### src/rtl/pmc_cfg.svh
// Constants for the port mode configuration block
// Operation
// Port 1 autoswitch enabled at power-up
// Autoswitch picks AUI without link, TP with
// Medium change waits for packet end
// Jabbering link fail waits for unjab end
// Packet data drives only selected medium outputs
// AUI selected: TP sends link pulses only
// AUI needs powerup time; TP immediate
// Management off: MDC loopback, MDIO link4
// Full duplex never asserts collision
// Normal mode: duplex pins sampled at reset
// Control bit D12 changes duplex at runtime
// Enhanced mode: duplex pins act immediately
// Second collision strap selects duplex mode
// Fourth collision strap selects RXC gating
// Third collision strap disables receive filter
// Carrier sense straps give management address
// Fourth receive data strap: autonegotiation
// Receive data and link straps: MAC mode
// Straps sampled on hardware reset only
// Board holds straps ten clocks after reset
// D15 write resets only that port
// Advertise half and full duplex by default
// Straps held until next hardware reset
`ifndef PMC_CFG_SVH
`define PMC_CFG_SVH
`define PMC_NPORT 4
`define PMC_CLK_MHZ 125
`define PMC_AUI_PWRUP_US 2000
`define PMC_STRAP_WAIT 2'h3
`define PMC_PRE_ONES 6'h20
`define PMC_HDR_BITS 4'hd
`define PMC_DATA_BITS 5'h10
`define PMC_REG_ANAR 5'h04
`define PMC_REG_GLOBAL 5'h05
`define PMC_OP_RD 2'h2
`define PMC_OP_WR 2'h1
`define PMC_B_RST 15
`define PMC_B_FDX 12
`define PMC_B_MEDIUM_AUTOSWITCH_ENABLE 11
`define PMC_B_MANAUI 10
`define PMC_B_AUISEL 1
`define PMC_B_LINK 0
`define PMC_ANAR_RST 16'h0003
`define PMC_PHY_HI 2'h0
`endif

### src/rtl/pmc_pkg.sv
// Types for the port mode configuration block
package pmc_pkg;
    typedef struct packed {
        logic gate_rxc_5;
        logic rx_filter_off;
        logic dpx_normal;
        logic led_normal;
        logic [2:0] tcvr_addr;
        logic an_enable;
        logic [3:0] mac_if_mode;
    } pmc_strap_t;
    typedef enum {M_PRE, M_HDR, M_TA, M_DATA} pmc_mdio_st_t;
endpackage : pmc_pkg

### src/rtl/pmc_top.sv
// Strap capture, duplex, port 1 medium switch and management slave
`timescale 1ns/1ps
`default_nettype none
`include "pmc_cfg.svh"
module pmc_top #(
    parameter int AUI_PWRUP_CYC = `PMC_AUI_PWRUP_US * `PMC_CLK_MHZ
) (
    input wire logic ref_clk,
    input wire logic rst,
    input wire logic [3:0] col_straps,
    input wire logic [2:0] tcvr_address_straps,
    input wire logic [3:0] rxd_straps,
    input wire logic mac_if_mode_extra_strap,
    input wire logic [3:0] per_port_duplex_pins,
    input wire logic mdc_pin,
    input wire logic mdio_in,
    output logic mdio_out,
    output logic mdio_oe,
    input wire logic [3:0] link_ok,
    input wire logic [3:0] port_tx_active,
    input wire logic [3:0] port_rx_active,
    input wire logic p1_jabber,
    input wire logic p1_tx_en,
    input wire logic p1_tx_data,
    output logic p1_tp_tx_en,
    output logic p1_tp_tx_data,
    output logic p1_aui_tx_en,
    output logic p1_aui_tx_data,
    output logic p1_tp_link_pulse_en,
    output logic p1_aui_power_en,
    output logic p1_aui_ready,
    output logic p1_aui_selected,
    output logic [3:0] port_full_duplex,
    output logic [3:0] port_collision,
    output logic [3:0] port_soft_reset,
    output logic loopback_sel,
    output logic [1:0] an_advert,
    output var pmc_pkg::pmc_strap_t straps
);
    import pmc_pkg::*;

    // ------------------------------------------------------------
    // Pin synchronisers
    // ------------------------------------------------------------
    logic [18:0] pin_s1_r;
    logic [18:0] pin_s2_r;
    logic [1:0] mgmt_s1_r;
    logic [1:0] mgmt_s2_r;
    logic mdc_d_r;
    logic mdc_rise;
    logic [3:0] dpx_pin;
    logic [3:0] col_pin;
    logic [2:0] addr_pin;
    logic [3:0] rxd_pin;
    logic lnk_pin;

    always_ff @(posedge ref_clk or posedge rst) begin
        if (rst) begin
            pin_s1_r <= 19'h7ffff;
            pin_s2_r <= 19'h7ffff;
            mgmt_s1_r <= 2'h3;
            mgmt_s2_r <= 2'h3;
            mdc_d_r <= 1'h1;
        end else begin
            pin_s1_r <= {per_port_duplex_pins, col_straps,
                tcvr_address_straps, rxd_straps,
                mac_if_mode_extra_strap, 3'h0};
            pin_s2_r <= pin_s1_r;
            mgmt_s1_r <= {mdc_pin, mdio_in};
            mgmt_s2_r <= mgmt_s1_r;
            mdc_d_r <= mgmt_s2_r[1];
        end
    end

    assign dpx_pin = pin_s2_r[18:15];
    assign col_pin = pin_s2_r[14:11];
    assign addr_pin = pin_s2_r[10:8];
    assign rxd_pin = pin_s2_r[7:4];
    assign lnk_pin = pin_s2_r[3];
    assign mdc_rise = mgmt_s2_r[1] & ~mdc_d_r;

    // ------------------------------------------------------------
    // Strap capture
    // ------------------------------------------------------------
    logic [1:0] strap_cnt_r;
    logic strap_done_r;
    logic strap_take;
    logic [3:0] dpx_strap_r;
    logic mgmt_off;

    assign strap_take = ~strap_done_r && strap_cnt_r == `PMC_STRAP_WAIT;
    assign mgmt_off = ~straps.dpx_normal;

    always_ff @(posedge ref_clk or posedge rst) begin
        if (rst) begin
            strap_cnt_r <= 2'h0;
            strap_done_r <= 1'h0;
            straps <= '1;
            dpx_strap_r <= 4'hf;
        end else if (strap_take) begin
            strap_done_r <= 1'h1;
            straps.gate_rxc_5 <= col_pin[3];
            straps.rx_filter_off <= col_pin[2];
            straps.dpx_normal <= col_pin[1];
            straps.led_normal <= col_pin[0];
            straps.tcvr_addr <= addr_pin;
            straps.an_enable <= ~rxd_pin[3];
            straps.mac_if_mode <= {rxd_pin[2:0], lnk_pin};
            dpx_strap_r <= dpx_pin;
        end else if (~strap_done_r) begin
            strap_cnt_r <= strap_cnt_r + 2'h1;
        end
    end

    // ------------------------------------------------------------
    // Management serial slave
    // ------------------------------------------------------------
    pmc_mdio_st_t mst_r;
    logic [5:0] pre_cnt_r;
    logic [4:0] bit_cnt_r;
    logic [12:0] hdr_r;
    logic [15:0] sh_r;
    logic wr_stb_r;
    logic [4:0] wr_addr_r;
    logic [15:0] wr_data_r;
    logic is_rd_r;
    logic hit;
    logic [15:0] rd_data;
    logic mdio_bit;

    assign mdio_bit = mgmt_s2_r[0];
    assign hit = hdr_r[9:5] == {`PMC_PHY_HI, straps.tcvr_addr};

    always_ff @(posedge ref_clk or posedge rst) begin
        if (rst) begin
            mst_r <= M_PRE;
            pre_cnt_r <= 6'h0;
            bit_cnt_r <= 5'h0;
            hdr_r <= 13'h0;
            sh_r <= 16'h0;
            is_rd_r <= 1'h0;
            wr_stb_r <= 1'h0;
            wr_addr_r <= 5'h0;
            wr_data_r <= 16'h0;
        end else begin
            wr_stb_r <= 1'h0;
            if (mdc_rise && !mgmt_off) begin
                unique case (mst_r)
                    M_PRE: begin
                        if (mdio_bit) begin
                            if (pre_cnt_r != `PMC_PRE_ONES)
                                pre_cnt_r <= pre_cnt_r + 6'h1;
                        end else if (pre_cnt_r == `PMC_PRE_ONES) begin
                            mst_r <= M_HDR;
                            bit_cnt_r <= 5'h0;
                        end else begin
                            pre_cnt_r <= 6'h0;
                        end
                    end
                    M_HDR: begin
                        hdr_r <= {hdr_r[11:0], mdio_bit};
                        bit_cnt_r <= bit_cnt_r + 5'h1;
                        if (bit_cnt_r == 5'({1'h0, `PMC_HDR_BITS}) - 5'h1)
                        begin
                            mst_r <= M_TA;
                            bit_cnt_r <= 5'h0;
                        end
                    end
                    M_TA: begin
                        bit_cnt_r <= bit_cnt_r + 5'h1;
                        is_rd_r <= hdr_r[12] && hit &&
                            hdr_r[11:10] == `PMC_OP_RD;
                        if (bit_cnt_r == 5'h1) begin
                            mst_r <= M_DATA;
                            bit_cnt_r <= 5'h0;
                            sh_r <= rd_data;
                        end
                    end
                    M_DATA: begin
                        sh_r <= {sh_r[14:0], mdio_bit};
                        bit_cnt_r <= bit_cnt_r + 5'h1;
                        if (bit_cnt_r == `PMC_DATA_BITS - 5'h1) begin
                            mst_r <= M_PRE;
                            pre_cnt_r <= 6'h0;
                            wr_stb_r <= hdr_r[12] && hit &&
                                hdr_r[11:10] == `PMC_OP_WR;
                            wr_addr_r <= hdr_r[4:0];
                            wr_data_r <= {sh_r[14:0], mdio_bit};
                        end
                    end
                endcase
            end
        end
    end

    // Pin drive: read data, or link 4 when management is off
    always_ff @(posedge ref_clk or posedge rst) begin
        if (rst) begin
            mdio_out <= 1'h0;
            mdio_oe <= 1'h0;
            loopback_sel <= 1'h0;
        end else if (mgmt_off) begin
            mdio_out <= link_ok[3];
            mdio_oe <= 1'h1;
            loopback_sel <= mgmt_s2_r[1];
        end else begin
            loopback_sel <= 1'h0;
            mdio_oe <= is_rd_r && (mst_r == M_DATA ||
                (mst_r == M_TA && bit_cnt_r == 5'h1));
            mdio_out <= mst_r == M_DATA ? sh_r[15] : 1'h0;
        end
    end

    // ------------------------------------------------------------
    // Port control registers and duplex
    // ------------------------------------------------------------
    logic p1_medium_autoswitch_enable_r;
    logic p1_manaui_r;

    always_comb begin
        rd_data = 16'h0;
        if (hdr_r[4:0] < 5'(`PMC_NPORT)) begin
            rd_data[`PMC_B_FDX] = port_full_duplex[hdr_r[1:0]];
            rd_data[`PMC_B_LINK] = link_ok[hdr_r[1:0]];
            if (hdr_r[1:0] == 2'h0) begin
                rd_data[`PMC_B_MEDIUM_AUTOSWITCH_ENABLE] = p1_medium_autoswitch_enable_r;
                rd_data[`PMC_B_MANAUI] = p1_manaui_r;
                rd_data[`PMC_B_AUISEL] = p1_aui_selected;
            end
        end else if (hdr_r[4:0] == `PMC_REG_ANAR) begin
            rd_data[1:0] = an_advert;
        end else if (hdr_r[4:0] == `PMC_REG_GLOBAL) begin
            rd_data[11:0] = straps;
        end
    end

    genvar gi;
    generate
        for (gi = 0; gi < `PMC_NPORT; gi++) begin : g_port
            logic wr_me;
            assign wr_me = wr_stb_r && wr_addr_r == 5'(gi);
            always_ff @(posedge ref_clk or posedge rst) begin
                if (rst) begin
                    port_full_duplex[gi] <= 1'h0;
                    port_soft_reset[gi] <= 1'h0;
                end else begin
                    port_soft_reset[gi] <= wr_me &&
                        wr_data_r[`PMC_B_RST];
                    if (strap_take)
                        port_full_duplex[gi] <= ~dpx_pin[gi];
                    else if (strap_done_r && mgmt_off)
                        port_full_duplex[gi] <= ~dpx_pin[gi];
                    else if (wr_me && wr_data_r[`PMC_B_RST])
                        port_full_duplex[gi] <= ~dpx_strap_r[gi];
                    else if (wr_me)
                        port_full_duplex[gi] <=
                            wr_data_r[`PMC_B_FDX];
                end
            end
            always_ff @(posedge ref_clk or posedge rst) begin
                if (rst)
                    port_collision[gi] <= 1'h0;
                else
                    port_collision[gi] <= port_tx_active[gi] &&
                        port_rx_active[gi] &&
                        !port_full_duplex[gi];
            end
        end
    endgenerate

    // Advertisement register
    always_ff @(posedge ref_clk or posedge rst) begin
        if (rst)
            an_advert <= 2'(`PMC_ANAR_RST);
        else if (wr_stb_r && wr_addr_r == `PMC_REG_ANAR)
            an_advert <= wr_data_r[1:0];
    end

    // Port 1 medium control bits
    always_ff @(posedge ref_clk or posedge rst) begin
        if (rst) begin
            p1_medium_autoswitch_enable_r <= 1'h1;
            p1_manaui_r <= 1'h0;
        end else if (wr_stb_r && wr_addr_r == 5'h0) begin
            if (wr_data_r[`PMC_B_RST]) begin
                p1_medium_autoswitch_enable_r <= 1'h1;
                p1_manaui_r <= 1'h0;
            end else begin
                p1_medium_autoswitch_enable_r <= wr_data_r[`PMC_B_MEDIUM_AUTOSWITCH_ENABLE];
                p1_manaui_r <= wr_data_r[`PMC_B_MANAUI];
            end
        end
    end

    // ------------------------------------------------------------
    // Port 1 medium switch
    // ------------------------------------------------------------
    logic want_aui;
    logic p1_busy;
    logic [31:0] pwr_cnt_r;

    assign want_aui = p1_medium_autoswitch_enable_r ? ~link_ok[0] : p1_manaui_r;
    assign p1_busy = port_tx_active[0] | port_rx_active[0];

    always_ff @(posedge ref_clk or posedge rst) begin
        if (rst) begin
            p1_aui_selected <= 1'h0;
        end else if (!p1_busy) begin
            if (want_aui && !p1_jabber)
                p1_aui_selected <= 1'h1;
            else if (!want_aui)
                p1_aui_selected <= 1'h0;
        end
    end

    always_ff @(posedge ref_clk or posedge rst) begin
        if (rst) begin
            p1_aui_power_en <= 1'h0;
            p1_aui_ready <= 1'h0;
            pwr_cnt_r <= 32'h0;
        end else if (!p1_aui_selected) begin
            p1_aui_power_en <= 1'h0;
            p1_aui_ready <= 1'h0;
            pwr_cnt_r <= 32'h0;
        end else begin
            p1_aui_power_en <= 1'h1;
            if (pwr_cnt_r == 32'(AUI_PWRUP_CYC))
                p1_aui_ready <= 1'h1;
            else
                pwr_cnt_r <= pwr_cnt_r + 32'h1;
        end
    end

    always_ff @(posedge ref_clk or posedge rst) begin
        if (rst) begin
            p1_tp_tx_en <= 1'h0;
            p1_tp_tx_data <= 1'h0;
            p1_aui_tx_en <= 1'h0;
            p1_aui_tx_data <= 1'h0;
            p1_tp_link_pulse_en <= 1'h0;
        end else begin
            p1_tp_tx_en <= p1_tx_en && !p1_aui_selected;
            p1_tp_tx_data <= p1_tx_data && !p1_aui_selected;
            p1_aui_tx_en <= p1_tx_en && p1_aui_selected;
            p1_aui_tx_data <= p1_tx_data && p1_aui_selected;
            p1_tp_link_pulse_en <= 1'h1;
        end
    end
endmodule : pmc_top
`default_nettype wire

### config.mk
export PLATFORM = sky130hd
export DESIGN_NAME = pmc_top
export DESIGN_NICKNAME = d
export VERILOG_FILES = /design/src/rtl/pmc_pkg.sv /design/src/rtl/pmc_top.sv
export VERILOG_INCLUDE_DIRS = /design/src /design/src/rtl
export SDC_FILE = /design/constraint.sdc
export NUM_CORES = 1
export LEC_CHECK = 0
export BUFFER_PORTS_ARGS = -buffer_cell sky130_fd_sc_hd__buf_2
export CELL_PAD_IN_SITES_DETAIL_PLACEMENT = 1
export CELL_PAD_IN_SITES_GLOBAL_PLACEMENT = 1
export CORE_UTILIZATION = 40
export CTS_CLUSTER_SIZE = 12
export DETAILED_ROUTE_END_ITERATION = 8
export HOLD_SLACK_MARGIN = 0.08
export PLACE_DENSITY_LB_ADDON = 0.1
export SETUP_SLACK_MARGIN = 0.05
export SLEW_MARGIN = 20
export SYNTH_ARGS = -nofsm -noshare
export SYNTH_HDL_FRONTEND = slang
export SYNTH_SLANG_ARGS = --single-unit
### constraint.sdc
create_clock -name ref_clk -period 6.8 [get_ports ref_clk]
set_input_delay 1.02 -clock ref_clk [delete_from_list [all_inputs] [get_ports ref_clk]]
set_output_delay 1.02 -clock ref_clk [all_outputs]
set_load 0.03 [all_outputs]
==> flow_metrics.tcl, run 1 <==
set metrics [dict create \
    cp_data_arrival_time_ps 2900 \
    grt_max_degree 112 \
    cp-start-kind "flip-flop" \
    netlist_instances 612 \
    placed_cells 891 \
    synth_flop_cell "dfrtp_1" \
    worstHoldEndpoint "pin_s2_r[8]$_DFF_PP1_" \
    clockRootBuffer "clkbuf_16" \
    multi_input_area_um2 2870 \
    synth_top_family_by_area "simple AND/OR/NAND/NOR gates" \
    cts_resized 0 \
    worstPathRequired_ps 7120 \
    ios 72 \
    antenna_found_initial 0 \
    hold_viol_final 0 \
    synth.area.top_cells "dfrtp_1 (39%), dfstp_2 (20%), mux2_2 (7.9%)" \
    diodes 0 \
    setup_violations 0 \
    num_rows 49 \
    reg2reg_depth 6 \
    grt_setup_unrepaired "no" \
    crit_type "flip-flop to flip-flop" \
    clock_latency_ps 430 \
    placeableCoreArea_um2 18000 \
    die-area_um2 19000 \
    yosysUniqueCellTypes 64 \
    status "finished, final reports clean" \
    power_mw 2.18 \
    die_w_um 138 \
    hold_path_depth 0 \
    tightest_slew_ps 1140 \
    reg2reg_to "sh_r[5]$_DFFE_PP0P_" \
    cts.clk_slew.worst_paths_ps 70 \
    syn_avg_cell_area_um2 12.1 \
    slew_headroom_pct 24.0 \
    synth-edff-count 0 \
    first_pass_iters 4 \
    met3WireLength_um 489 \
    cp-end-kind "flip-flop" \
    drc 0 \
    wl_per_cell_um 17.4 \
    min_period_ps 2580 \
    worstHoldStart "pin_s1_r[8]$_DFF_PP1_" \
    grt-ovfl-total 0 \
    port_buffers 71 \
    synth_top_area_share_pct 38.6 \
    critPathMaxFanout 14 \
    max_cap_viol_count 0 \
    hold_class "flip-flop to flip-flop" \
    grt_pass1_wl_um 27300 \
    syn_nets 661 \
    pre_cts_ws_ps 4060 \
    grt_usage_pct 18.8 \
    synth-simple-area-share_pct 14.8 \
    r2r_setup_slack_ps 4220 \
    synth_compound_area_share_pct 8.90 \
    place.gp.congestion 0.730 \
    grt_pass1_vias 5433 \
    final_area_um2 8570 \
    tritoncts "built" \
    cts_hold_buf 0 \
    max_freq_ghz 0.388 \
    cts_max_level 4 \
    synth-seq-cells 170 \
    final_core_utilization_pct 47.5 \
    p_leak_nw 3.72 \
    synth_top_cell_by_area "dfrtp_1" \
    met2_length_um 8070 \
    yosys-mux-area-fraction_pct 10.9 \
    synth-adder-area-share_pct 2.37 \
    r2r_start "bit_cnt_r[1]$_DFFE_PP0P_" \
    synthesis.area_um2 7400 \
    final_nets 730 \
    period_share_pct 37.9 \
    drive_above_1_share_pct 33.0 \
    holdWs_ps 356 \
    async_flop_share_pct 100 \
    met1_length_um 7360 \
    postCtsSetupRepairBufs 0 \
    vias 5010 \
    hpwl_um 11000 \
    cts_buffers 17 \
    final_antenna_net_count 0 \
    slew_violations 0 \
    fill_cells 1944 \
    yosysWarnings 0 \
    synth-xor-area-share_pct 1.66 \
    vdd_drop_max_mv 0.205 \
    initialDrtViolationCount 200 \
    post_dp_cell_area_um2 7950 \
    vias_per_cell 5.43 \
    clock_path_buffers 2 \
    routed_wl_um 16100 \
    yosysSeqAreaShare_pct 58.5 \
    cts_sinks 170 \
    timing.final.ws_setup_ps 4220 \
    pwr_density_cell_nw_per_um2 254 \
    topRoutingLayerUsed "met4" \
    seqCellArea_um2 4320 \
    skew_ps 9.73 \
    area_delta_synth_final_pct 15.8 \
    final_cells 923 \
    fin_setup_tns_ps 0 \
    start_util_pct 41.0 \
    fp.dieH_um 138 \
]
per-layer routing:
metal,track usage [%],vias up
met5,0,-
met4,6.04,0
met3,4.46,11
met2,31.5,56
met1,23.9,2580
li1,-,2363
state kept, by name, indices dropped and copies added, names as in the netlist, 4 cells and up:
| name | count |
|---|---|
| pwr_cnt_r | 32 |
| pin_s1_r | 16 |
| pin_s2_r | 16 |
| sh_r | 16 |
| hdr_r | 13 |
| straps | 12 |
| pre_cnt_r | 6 |
| wr_data_r | 6 |
| bit_cnt_r | 5 |
| wr_addr_r | 5 |
| dpx_strap_r | 4 |
| port_collision | 4 |
| port_full_duplex | 4 |
| port_soft_reset | 4 |
logic make-up after synthesis:
logic type | Yosys count
other | 1
AO/OA/AOI/OAI | 98
XOR/XNOR | 14
adder cells (fa/ha/maj) | 14
flip-flops | 170
buffers and inverters | 49
AND/OR/NAND/NOR | 195
multiplexers | 71
layout make-up:
type                    instances  share of cell area, %
flip-flops and latches        170                   50.5
multi-input cells             393                   33.5
clock buffers                  18                   5.13
repair buffers                 74                   4.41
well taps                     229                   3.34
clock inverters                14                   2.04
inverters                      25                   1.15
worst max path at each step:
| stage | start | to | slack, ps |
|---|---|---|---|
| final | bit_cnt_r[1]$_DFFE_PP0P_ | sh_r[5]$_DFFE_PP0P_ | 4220 |
| after global routing | bit_cnt_r[1]$_DFFE_PP0P_ | sh_r[1]$_DFFE_PP0P_ | 4000 |
| after CTS | bit_cnt_r[1]$_DFFE_PP0P_ | sh_r[2]$_DFFE_PP0P_ | 4180 |
| after detailed placement | rst | port_full_duplex[3]$_DFFE_PP0P_ | 4060 |
| after global placement | rst | port_full_duplex[3]$_DFFE_PP0P_ | 4120 |
| after floorplan | rst | bit_cnt_r[0]$_DFFE_PP0P_ | 1270 |
where the power goes:
group / internal, mW / switching (mW) / total [mW]
Clock: 0.538 / 0.453 / 0.991
Combinational: 0.0358 / 0.0765 / 0.112
Sequential: 1.05 / 0.0228 / 1.08
synth_stat cells, drive strengths merged, types with 10 or more instances:
| master | number |
|---|---|
| a21oi | 22 |
| buf | 12 |
| clkbuf | 12 |
| dfrtp | 114 |
| dfstp | 56 |
| ha | 14 |
| inv | 25 |
| mux2 | 54 |
| mux2i | 15 |
| nand2 | 49 |
| nand3 | 25 |
| nand4 | 13 |
| nor2 | 29 |
| nor2b | 10 |
| o21ai | 29 |
| o31ai | 19 |
| or4 | 15 |
| xor2 | 10 |
worst max-delay path, cell delays in order, from the launching register on:
cell     delay [ps]
dfrtp_1         410
inv_1           100
ha_1            160
nor4b_1         480
mux2i_1         290
nor2_2          620
mux2_2          420
cells in the final DEF, fill, tap and decap left out, drive strengths merged, types with 3 or more instances in the layout:
| cell | n |
|---|---|
| nor4b | 4 |
| nand3b | 4 |
| dfstp | 56 |
| nand2 | 49 |
| and3 | 4 |
| a21oi | 22 |
| dfrtp | 114 |
| and4 | 8 |
| ha | 14 |
| inv | 32 |
| nor2b | 10 |
| xnor2 | 4 |
| o41ai | 7 |
| nor3 | 5 |
| nand2b | 4 |
| mux2i | 15 |
| xor2 | 10 |
| o31ai | 19 |
| mux2 | 54 |
| or3 | 4 |
| buf | 74 |
| o21ai | 29 |
| nor2 | 29 |
| or4 | 15 |
| nand3 | 25 |
| clkbuf | 18 |
| nand4 | 13 |
| clkinv | 5 |
| and2 | 5 |
| nor4 | 8 |
| a31oi | 3 |
| a22o | 4 |
Power figures use the tool's default switching activity.
==> run 2: changes to the inputs <==
==> constraint.sdc (replaced) <==
create_clock -name ref_clk -period 2.7 [get_ports ref_clk]
set_input_delay 0.405 -clock ref_clk [delete_from_list [all_inputs] [get_ports ref_clk]]
set_output_delay 0.405 -clock ref_clk [all_outputs]
set_load 0.03 [all_outputs]
==> run 2 against run 1 <==
  * Global-route usage grew 0.80 points
  * Via count grew 2.7%
  * Non-clock buffer count grew 26
  * Utilization grew 1.3 points
  * Design area grew 2.7%
  * Clock-buffer cell count is the same
  * Register-to-register slack lost 3700 ps
  * Critical path depth shrank 1
  * Cell count grew 2.8%
  * Total power grew to 2.5 times the previous value
  * Flip-flop and latch count is the same
  * Critical endpoint is now pwr_cnt_r[24]$_DFFE_PP0P_
  * Largest power group unchanged
==> flow_metrics.tcl, run 2 (same netlist as run 1, synthesis figures left out) <==
set metrics [dict create \
    slew_violations 0 \
    tritoncts "built" \
    cp_data_arrival_time_ps 2530 \
    final_antenna_net_count 0 \
    grt_max_degree 81 \
    antenna_found_initial 0 \
    area_delta_synth_final_pct 18.9 \
    wl_per_cell_um 17.9 \
    final_common_cell "dfrtp_1" \
    clock_path_buffers 2 \
    cts_sinks 170 \
    port_buffers 71 \
    cts_max_level 4 \
    postCtsSetupRepairBufs 0 \
    vias_per_cell 5.42 \
    min_period_ps 2190 \
    cp-start-kind "flip-flop" \
    setup_violations 0 \
    diodes 0 \
    p_leak_nw 3.83 \
    final_core_utilization_pct 48.8 \
    cts_resized 0 \
    tightest_slew_ps 784 \
    hold_class "primary input to flip-flop" \
    max_cap_viol_count 0 \
    routed_wl_um 17000 \
    start_util_pct 41.0 \
    skew_ps 7.53 \
    die-area_um2 19000 \
    fin_setup_tns_ps 0 \
    cts_hold_buf 19 \
    cts.clk_slew.worst_paths_ps 70 \
    first_pass_iters 4 \
    num_rows 49 \
    grt_setup_unrepaired "no" \
    hold_viol_final 0 \
    placeableCoreArea_um2 18000 \
    grt-ovfl-total 0 \
    fp.dieH_um 138 \
    clock_latency_ps 430 \
    pwr_density_cell_nw_per_um2 619 \
    vdd_drop_max_mv 0.427 \
    status "finished, final reports clean" \
    max_freq_ghz 0.457 \
    die_w_um 138 \
    period_share_pct 81.0 \
    cp-end-kind "flip-flop" \
    regMostFlops "pwr_cnt_r" \
    hpwl_um 11600 \
    worstPathRequired_ps 3040 \
    final_nets 756 \
    initialDrtViolationCount 185 \
    layout_common_cells "dfrtp_1 (114), buf_2 (71), dfstp_2 (56)" \
    largest_reg_flops 32 \
    cts_buffers 17 \
    vias 5143 \
    slew_headroom_pct 47.7 \
    grt_usage_pct 19.6 \
    crit_type "flip-flop to flip-flop" \
    ios 72 \
    clockRootBuffer "clkbuf_16" \
    critPathMaxFanout 15 \
    drive_above_1_share_pct 32.6 \
    grt_pass1_vias 5463 \
    grt_pass1_wl_um 28400 \
    fill_cells 1934 \
    place.gp.congestion 0.764 \
    drc 0 \
]
-- run 2: layout make-up --
cell class | count | area (µm²) | area share (%)
Sequential cell | 170 | 4320 | 49.1
Multi-Input combinational cell | 393 | 2870 | 32.6
Timing Repair Buffer | 100 | 646 | 7.34
Clock buffer | 18 | 429 | 4.88
Tap cell | 229 | 287 | 3.26
Clock inverter | 14 | 149 | 1.69
Inverter | 25 | 97.6 | 1.11
-- run 2: worst max-delay path, cell delays in order, from the launching register on --
cell and delay [ps]:
dfrtp_1 420, ha_1 230, and4_1 300, nand4_2 350, or4_1 620, a21oi_1 170
-- run 2: path summary, 6_finish.rpt --
kind | startpoint | endpoint | slack (ps) | cells past startpoint
min in group asynchronous | rst | port_full_duplex[2]$_DFFE_PP0P_ | 510 | 3
max in group asynchronous | rst | pwr_cnt_r[26]$_DFFE_PP0P_ | 1380 | 4
hold / removal | port_rx_active[2] | port_collision[2]$_DFF_PP0_ | 180 | 3
setup / recovery | pwr_cnt_r[1]$_DFFE_PP0P_ | pwr_cnt_r[24]$_DFFE_PP0P_ | 510 | 5
setup reg to reg | pwr_cnt_r[1]$_DFFE_PP0P_ | pwr_cnt_r[24]$_DFFE_PP0P_ | 510 | 5
hold reg to reg | pin_s1_r[11]$_DFF_PP1_ | pin_s2_r[11]$_DFF_PP1_ | 350 | 0
-- run 2: routing by layer --
layer | track usage (%) | share of wire, % | vias to the layer above
li1 | - | - | 2402
met1 | 25.2 | 44 | 2668
met2 | 33.4 | 52 | 63
met3 | 4.35 | 2.4 | 10
met4 | 4.89 | 0.81 | 0
met5 | 0 | 0 | -
-- run 2: stage by stage --
step / std cells / area, µm² / setup slack (ps) / hold WS, ps / total power [mW]
floorplan: 612 / 7400 / 172 / 345 / 2.93
global placement: 898 / 8030 / 600 / 345 / 3.05
detailed placement: 898 / 8030 / 514 / 347 / 3.06
CTS: 949 / 8800 / 497 / 165 / 5.54
global route: 949 / 8800 / 317 / 176 / 5.65
finish: 949 / 8800 / 512 / 183 / 5.45
-- run 2: where the power goes --
group	switching [mW]	internal, mW
logic	0.201	0.115
clock network	1.11	1.31
registers	0.0603	2.65
